### config.mk
export PLATFORM = sky130hd
export DESIGN_NAME = wdt_top
export DESIGN_NICKNAME = d
export VERILOG_FILES = /design/src/core/wdt_pkg.sv /design/src/core/wdt_tick_if.sv /design/src/core/wdt_prescaler.sv /design/src/core/wdt_top.sv
export VERILOG_INCLUDE_DIRS = /design/src /design/src/core
export SDC_FILE = /design/constraint.sdc
export NUM_CORES = 1
export LEC_CHECK = 0
export ABC_AREA = 1
export BUFFER_PORTS_ARGS = -buffer_cell sky130_fd_sc_hd__buf_2
export CORE_MARGIN = 4
export CORE_UTILIZATION = 45
export DETAILED_ROUTE_END_ITERATION = 10
export PLACE_DENSITY = 0.79
export SETUP_SLACK_MARGIN = 0.05
export SLEW_MARGIN = 20
export SYNTH_ARGS = -nofsm -noshare
export SYNTH_HDL_FRONTEND = slang
export SYNTH_SLANG_ARGS = --single-unit
### constraint.sdc
create_clock -name pclk -period 1.9 [get_ports pclk]
set_clock_uncertainty 0.1 [all_clocks]
set_input_delay 0.095 -clock pclk [delete_from_list [all_inputs] [get_ports pclk]]
set_output_delay 0.095 -clock pclk [all_outputs]
set_load 0.005 [all_outputs]
### src/core/wdt_params.svh
// Constants for the windowed countdown watchdog
// How it works
// - The count field steps down by one every 49,152 machine cycles.
// - The six low count bits written by software set the timeout in 64 steps.
// - With the watchdog active, stepping from 40h to 3Fh starts a system reset.
// - On expiry the reset pin is driven low for a pulse of typically 500 ns.
// - After a presetn reset the watchdog is disabled with the activation bit clear; its own reset pulse leaves the bit set.
// - Once set, the activation bit cannot be cleared by software, only by reset.
// - A write with activation set and count bit 6 clear causes an immediate reset.
// - In halt the watchdog neither counts nor resets until interrupt or reset.
// - After an interrupt wake-up counting resumes only after 4096 CPU clocks.
// - Control bit 7 is the activation bit, bits 6 to 0 the readable live count.
// - The control register resets to 7Fh.
`ifndef WDT_PARAMS_SVH
`define WDT_PARAMS_SVH

// ----------------------------------------------------------------------------
// Register map
// ----------------------------------------------------------------------------
`define WDT_CTRL_ADDR     12'h00C
`define WDT_CTRL_RESET    8'h7F
`define WDT_ACT_BIT       7
`define WDT_MSB_BIT       6
`define WDT_CNT_EXPIRE    7'h40

// ----------------------------------------------------------------------------
// Timing
// ----------------------------------------------------------------------------
`define WDT_CLK_MHZ       50
`define WDT_STEP_CYCLES   49152
`define WDT_PULSE_NS      500
`define WDT_PULSE_CYCLES  ((`WDT_PULSE_NS * `WDT_CLK_MHZ) / 1000)
`define WDT_WAKE_CYCLES   4096

`endif

### src/core/wdt_pkg.sv
// Types shared by the watchdog modules
package wdt_pkg;
    typedef enum logic [1:0] {
        WDT_RUN  = 2'b00,
        WDT_HALT = 2'b01,
        WDT_WAKE = 2'b10
    } wdt_mode_t;
endpackage

### src/core/wdt_tick_if.sv
// Prescaler control and tick between watchdog modules
`timescale 1ns/10ps
interface wdt_tick_if;
    logic restart;
    logic run;
    logic tick;
    modport ctrl (output restart, output run, input tick);
    modport div  (input restart, input run, output tick);
endinterface

### src/core/wdt_prescaler.sv
// Machine-cycle prescaler giving one tick per count step
`timescale 1ns/10ps
`include "wdt_params.svh"
module wdt_prescaler (
    // Clock and reset
    input  wire logic pclk,
    input  wire logic presetn,
    // Tick channel
    wdt_tick_if.div   tk
);
    localparam logic [15:0] LAST = 16'(`WDT_STEP_CYCLES - 1);
    logic [15:0] cnt_reg;

    // Divider; freezes while not running so halt keeps the phase
    always_ff @(posedge pclk or negedge presetn) begin
        if (!presetn) begin
            cnt_reg <= 16'h0000;
        end else if (tk.restart) begin
            cnt_reg <= 16'h0000;
        end else if (tk.run) begin
            cnt_reg <= (cnt_reg == LAST) ? 16'h0000 : cnt_reg + 16'h0001;
        end
    end

    // Tick marks the wrap edge itself, so no step can land after run drops for halt
    assign tk.tick = tk.run && !tk.restart && (cnt_reg == LAST);
endmodule

### src/core/wdt_top.sv
// Windowed countdown watchdog with APB control register
`timescale 1ns/10ps
`include "wdt_params.svh"
module wdt_top (
    // Clock and reset
    input  wire logic        pclk,
    input  wire logic        presetn,
    // APB slave
    input  wire logic        psel,
    input  wire logic        penable,
    input  wire logic        pwrite,
    input  wire logic [11:0] paddr,
    input  wire logic [31:0] pwdata,
    output logic      [31:0] prdata,
    output logic             pready,
    output logic             pslverr,
    // Power mode
    input  wire logic        halt_req,
    input  wire logic        ext_wake,
    // Reset request out
    output logic             reset_n_out
);
    // ------------------------------------------------------------------------
    // Constants
    // ------------------------------------------------------------------------
    // Header constants, sized to the registers they meet
    localparam logic [7:0]  PULSE    = 8'(`WDT_PULSE_CYCLES);
    // Wake delay counts from zero, so its last value is one below this
    localparam logic [12:0] WAKE     = 13'(`WDT_WAKE_CYCLES);
    localparam logic [7:0]  CTRL_RST = `WDT_CTRL_RESET;
    localparam logic [6:0]  CNT_TRIP = `WDT_CNT_EXPIRE;
    localparam logic [11:0] CTRL_ADR = `WDT_CTRL_ADDR;

    // ------------------------------------------------------------------------
    // Decode helpers
    // ------------------------------------------------------------------------
    // True when an address selects the control register
    function automatic logic is_ctrl(input logic [11:0] addr);
        return addr == CTRL_ADR;
    endfunction

    // True when a written byte leaves the count msb clear while activated
    function automatic logic asks_reset(input logic [7:0] wbyte, input logic active);
        return (wbyte[`WDT_ACT_BIT] || active) && !wbyte[`WDT_MSB_BIT];
    endfunction

    // Read word: upper bits zero, activation above the live count
    function automatic logic [31:0] ctrl_word(input logic active, input logic [6:0] cnt);
        return {24'h000000, active, cnt};
    endfunction

    wdt_tick_if tk ();

    // Register state
    logic                 act_reg;
    logic [6:0]           count_reg;
    logic [7:0]           pulse_reg;
    logic [12:0]          wake_reg;
    wdt_pkg::wdt_mode_t   mode_reg;

    // Decode and event strobes
    logic                 setup;
    logic                 wr_ctrl;
    logic                 hit;
    logic                 step;
    logic                 natural_trip;
    logic                 forced_trip;
    logic                 expire;
    logic                 wake_done;

    // ------------------------------------------------------------------------
    // Bus decode
    // ------------------------------------------------------------------------
    // Setup cycle of a transfer; the slave answers on the next edge
    assign setup   = psel && !penable;
    // Unmapped addresses answer with an error and change nothing
    assign hit     = is_ctrl(paddr);
    // Zero wait states: a write lands at the single access edge
    assign wr_ctrl = psel && penable && pready && pwrite && hit;

    // Prescaler restarts on refresh; runs only outside halt and wake delay
    assign tk.restart = wr_ctrl;
    assign tk.run     = act_reg && (mode_reg == wdt_pkg::WDT_RUN);

    wdt_prescaler u_pre (
        .pclk    (pclk),
        .presetn (presetn),
        .tk      (tk)
    );

    // Count step only while active and running; a refresh on the same edge wins,
    // dropping that tick, which is harmless as the refresh restarts the step
    assign step         = tk.tick && act_reg && !wr_ctrl
                          && (mode_reg == wdt_pkg::WDT_RUN);
    // Natural expiry is the step that takes the count from 40h to 3Fh
    assign natural_trip = step && (count_reg == CNT_TRIP);
    // Forced expiry: a write that leaves the count msb clear while activated
    assign forced_trip  = wr_ctrl && asks_reset(pwdata[`WDT_ACT_BIT:0], act_reg);
    assign expire       = natural_trip || forced_trip;

    // ------------------------------------------------------------------------
    // Control register
    // ------------------------------------------------------------------------
    // Activation is sticky; only reset clears it
    always_ff @(posedge pclk or negedge presetn) begin
        if (!presetn) begin
            act_reg <= CTRL_RST[`WDT_ACT_BIT];
        end else if (wr_ctrl && pwdata[`WDT_ACT_BIT]) begin
            act_reg <= 1'b1;
        end
    end

    // Count loads on write, steps on each tick
    always_ff @(posedge pclk or negedge presetn) begin
        if (!presetn) begin
            count_reg <= CTRL_RST[`WDT_MSB_BIT:0];
        end else if (wr_ctrl) begin
            count_reg <= pwdata[`WDT_MSB_BIT:0];
        end else if (step) begin
            count_reg <= count_reg - 7'h01;
        end
    end

    // ------------------------------------------------------------------------
    // Halt and wake sequencing
    // ------------------------------------------------------------------------
    // Mode sequencing; a wake waits out the delay before counting again,
    // which keeps a freshly woken system from tripping at once
    always_ff @(posedge pclk or negedge presetn) begin
        if (!presetn) begin
            mode_reg <= wdt_pkg::WDT_RUN;
        end else begin
            unique case (mode_reg)
                wdt_pkg::WDT_RUN: begin
                    if (halt_req) begin
                        mode_reg <= wdt_pkg::WDT_HALT;
                    end
                end
                wdt_pkg::WDT_HALT: begin
                    if (ext_wake) begin
                        mode_reg <= wdt_pkg::WDT_WAKE;
                    end
                end
                wdt_pkg::WDT_WAKE: begin
                    if (wake_done) begin
                        mode_reg <= wdt_pkg::WDT_RUN;
                    end
                end
                default: begin
                    mode_reg <= wdt_pkg::WDT_RUN;
                end
            endcase
        end
    end

    // Wake delay counter; held at zero elsewhere so each wake starts fresh
    always_ff @(posedge pclk or negedge presetn) begin
        if (!presetn) begin
            wake_reg <= 13'h0000;
        end else if (mode_reg == wdt_pkg::WDT_WAKE && !wake_done) begin
            wake_reg <= wake_reg + 13'h0001;
        end else begin
            wake_reg <= 13'h0000;
        end
    end

    // Last cycle of the wake delay
    assign wake_done = (wake_reg == WAKE - 13'h0001);

    // ------------------------------------------------------------------------
    // Reset pulse
    // ------------------------------------------------------------------------
    // Fixed-length low pulse; a new expiry during a pulse is absorbed, except in its last low cycle, where it starts a new pulse
    always_ff @(posedge pclk or negedge presetn) begin
        if (!presetn) begin
            pulse_reg   <= 8'h00;
            reset_n_out <= 1'b1;
        end else if (expire && pulse_reg == 8'h00) begin
            pulse_reg   <= PULSE - 8'h01;
            reset_n_out <= 1'b0;
        end else if (pulse_reg != 8'h00) begin
            pulse_reg   <= pulse_reg - 8'h01;
            reset_n_out <= 1'b0;
        end else begin
            reset_n_out <= 1'b1;
        end
    end

    // ------------------------------------------------------------------------
    // APB outputs
    // ------------------------------------------------------------------------
    // Ready answers every setup cycle one clock later
    always_ff @(posedge pclk or negedge presetn) begin
        if (!presetn) begin
            pready <= 1'b0;
        end else begin
            pready <= setup;
        end
    end

    // Error flag for any address other than the control register
    always_ff @(posedge pclk or negedge presetn) begin
        if (!presetn) begin
            pslverr <= 1'b0;
        end else begin
            pslverr <= setup && !hit;
        end
    end

    // Read shows activation and live count; latched at setup so it
    // stands through the whole access cycle, zero otherwise
    always_ff @(posedge pclk or negedge presetn) begin
        if (!presetn) begin
            prdata <= 32'h00000000;
        end else if (setup && !pwrite && hit) begin
            prdata <= ctrl_word(act_reg, count_reg);
        end else begin
            prdata <= 32'h00000000;
        end
    end
endmodule

==> flow_summary.yaml <==
synth:
  syn_area_per_cell_um2: 7.87
  ys_seq_elements: 58
  yosysUniqueCellTypes: 35
  synth_top_area_share: 0.392
  syn_inst: 406
  synth_top_cell_by_area: "dfrtp_1"
  yosysSeqAreaShare: 0.457
  syn_area_mm2: 0.00320
  synth.area.top_cells: "dfrtp_1, nand2_1, nor2_1, dfstp_2, buf_4"
  yosys_warnings: 0
clock_network:
  cts_buffers: 9
  clock_path_buffers: 2
  cts_tree: "done"
  ctsHtreeMaxLevel: 3
  worstSkewPairLatency_ns: 0.34
  root_buffer: "clkbuf_8"
  clk_pin_slew_ns: 0.06
  clock-sinks: 58
sta:
  final_hold_viol_count: 0
  tightest_slew_ns: 0.601
  fin_setup_tns_ns: 0
  setup_violations: 0
  min_period_ns: 1.79
  period_share: 0.940
  grt_setup_unrepaired: "true"
  slew_violations: 0
  relSlewSlack: 0.599
  holdWs_ns: 0.166
  fmax_mhz: 560
setup_path:
  critPathSlowestCell: "dfrtp_1"
  crit_top_cell: "nand3_2"
  cp_top_family: "simple AND/OR/NAND/NOR gates"
  end_kind: "flip-flop"
  r2r_end: "wake_reg[7]"
  cp_max_fo: 11
  crit_path_start_kind: "flip-flop"
  cp.arrival_ns: 1.91
  r2r_setup_slack_ns: 0.11
  crit_type: "flip-flop to flip-flop"
  critical_path_required_ns: 2.03
  crit_path_cell_trace: "ha_2 > nand3_2 > nor2_2 > nand3_2 > nor2_4 > nand3_2 > o21ai_4 > buf_12 > nor2_1"
  critPathMaxStageDelay_ns: 0.36
  path_buf_inv: 1
  timing.rr.start: "wake_reg[0]"
  reg2reg_depth: 9
place:
  gp_congestion: 0.900
  dpl_cell_area_mm2: 0.00344
  place_inst: 539
  dpl.hpwl_um: 4720
  io_buffers: 37
route:
  via_count: 2768
  ant_nets: 0
  dr.pass1.iters: 4
  via_per_inst: 4.76
  wl_per_cell_um: 11.8
  route.detailed.drc: 0
  drtIter0Drc: 143
  wl_um: 6840
hold_path:
  hold-path-endpoint: "prdata[5]"
  hold_path_depth: 3
  hp-start: "pwrite"
  hp-class: "input pin to flip-flop"
final_layout:
  n_antenna_cell: 0
  nets: 536
  area_growth_pct: 23.9
  fin_area_mm2: 0.00396
  final_cells: 582
  drive_gt1_frac: 0.218
  largest_reg_flops: 16
floorplanning:
  dieWidth_um: 92.3
  initial_core_util: 0.468
  rows: 30
  core_mm2: 0.00683
  ios: 86
  die_y_um: 92.3
  die_area_mm2: 0.00851
grt:
  grt_max_degree: 34
  antenna_found_initial: 0
  grt_pass1_vias: 2636
  overflow: 0
  grt_usage: 0.166
  grt_pass1_wl_um: 11400
power_and_ir_drop:
  power_leakage_nw: 2.00
  power.internal_w: 0.00259
  combPwrFrac: 0.295
  powerDensity_mw_per_mm2: 997
  pwr-share-clk: 0.282
  pwr-share-seq: 0.423
  vdd_drop_max_uv: 577
  p_sw_w: 0.00136
  sw_frac_of_total: 0.345
outcome:
  outcome: "finished, final reports clean"
run:
  maxCapViolations: 0
-- metal layers --
metal | GRT usage | share of wire
met4 | 0.0458 | 0.012
met5 | 0 | 0
met3 | 0.0550 | 0.057
met1 | 0.200 | 0.43
met2 | 0.285 | 0.50
-- synth_stat cells --
library cell and n:
a21oi_1 10, a31oi_1 1, and2_1 1, and3_1 1, buf_2 1, buf_4 27
buf_6 1, clkbuf_1 1, conb_1 1, dfrtp_1 50, dfstp_2 8, ha_1 4
inv_1 45, inv_2 3, nand2_1 92, nand2_2 4, nand3_1 28, nand3_2 1
nand3b_1 1, nand4_1 6, nor2_1 62, nor2_2 1, nor2_4 4, nor3_1 7
nor3_2 1, o21ai_0 19, o21ai_1 2, o21ai_2 2, o21ai_4 1, o21bai_1 1
o22ai_1 1, or2_1 1, or2_2 1, xnor2_1 3, xor2_1 14
-- timing repair --
item                                    CTS  global route
endpoints found under the setup margin    9            32
hold buffers                             14             0
pin swaps                                 1             9
gates resized for setup                   0            17
gates cloned                              0             1
buffers inserted                          2            10
endpoints found under the hold margin    31             0
-- layout by cell type, fill, tap and decap left out, types with 2 or more instances in the layout --
| cell | n |
|---|---|
| conb_1 | 24 |
| buf_4 | 16 |
| buf_2 | 37 |
| xor2_1 | 14 |
| nand4_1 | 6 |
| nand2_1 | 90 |
| buf_12 | 3 |
| o21ai_1 | 4 |
| nand2_2 | 5 |
| nand3_2 | 4 |
| nor3_1 | 7 |
| ha_1 | 2 |
| clkbuf_1 | 3 |
| o21ai_0 | 16 |
| nor2_1 | 60 |
| o21ai_4 | 2 |
| o21ai_2 | 2 |
| dfstp_2 | 8 |
| dlygate4sd3_1 | 14 |
| dfrtp_1 | 50 |
| clkbuf_8 | 10 |
| xnor2_1 | 3 |
| nand3_1 | 25 |
| nor2_4 | 5 |
| nor2_2 | 2 |
| inv_2 | 3 |
| inv_1 | 45 |
| a21oi_1 | 10 |
| clkinv_2 | 2 |
-- per-stage QoR --
stage | power, W | setup slack [ns] | utilization
after floorplan | 0.00242 | 0.250 | -
after global placement | 0.00264 | 0.0821 | 0.504
after detailed placement | 0.00270 | 0.0137 | 0.504
after CTS | 0.00385 | 0.0613 | 0.556
after global routing | 0.00423 | 0.0214 | 0.580
final | 0.00395 | 0.113 | 0.580
-- worst reg2reg max path: stages, from the launching register on --
cell	delay [ns]
dfrtp_1	0.36
ha_2	0.21
nand3_2	0.10
nor2_2	0.15
nand3_2	0.13
nor2_4	0.14
nand3_2	0.11
o21ai_4	0.20
buf_12	0.15
nor2_1	0.04
-- kinds of logic (layout without fill, tap and decap cells) --
logic type | count (synthesis) | in the layout | share of synthesized area
xor+xnor | 17 | 17 | 0.0466
fa+ha+maj | 4 | 4 | 0.0157
flops | 58 | 58 | 0.457
buf+inv | 78 | 135 | 0.126
simple gates | 211 | 211 | 0.288
other cells | 1 | 24 | 0.00117
compound gates | 37 | 37 | 0.0654
-- final cells by class --
type / count / area [um^2]
Tap cell: 96 / 120
Inverter: 48 / 180
Clock buffer: 13 / 149
Multi-Input combinational cell: 293 / 1480
Fill cell: 602 / 2870
Clock inverter: 3 / 40.0
Sequential cell: 58 / 1460
Timing Repair Buffer: 71 / 531
-- power by group through the flow --
stage | clock [W] | sequential, W | combinational, W
final | 0.00111 | 0.00167 | 0.00117
after global routing | 0.00119 | 0.00171 | 0.00133
after CTS | 0.00113 | 0.00165 | 0.00107
after detailed placement | 0 | 0.00167 | 0.00103
after global placement | 0 | 0.00166 | 0.000983
after floorplan | 0 | 0.00162 | 0.000792
-- worst max-delay path by stage --
stage	end	slack [ns]	depth (start not counted)	start
final	wake_reg[7]	0.11	9	wake_reg[0]
after CTS	count_reg[2]	0.06	10	u_pre.cnt_reg[0]
after global routing	wake_reg[7]	0.02	9	wake_reg[0]
after floorplan	mode_reg[1]	0.25	9	wake_reg[0]
after detailed placement	count_reg[3]	0.01	9	u_pre.cnt_reg[1]
after global placement	u_pre.cnt_reg[9]	0.08	8	u_pre.cnt_reg[0]
No activity file was read; power rests on OpenSTA's default activity.
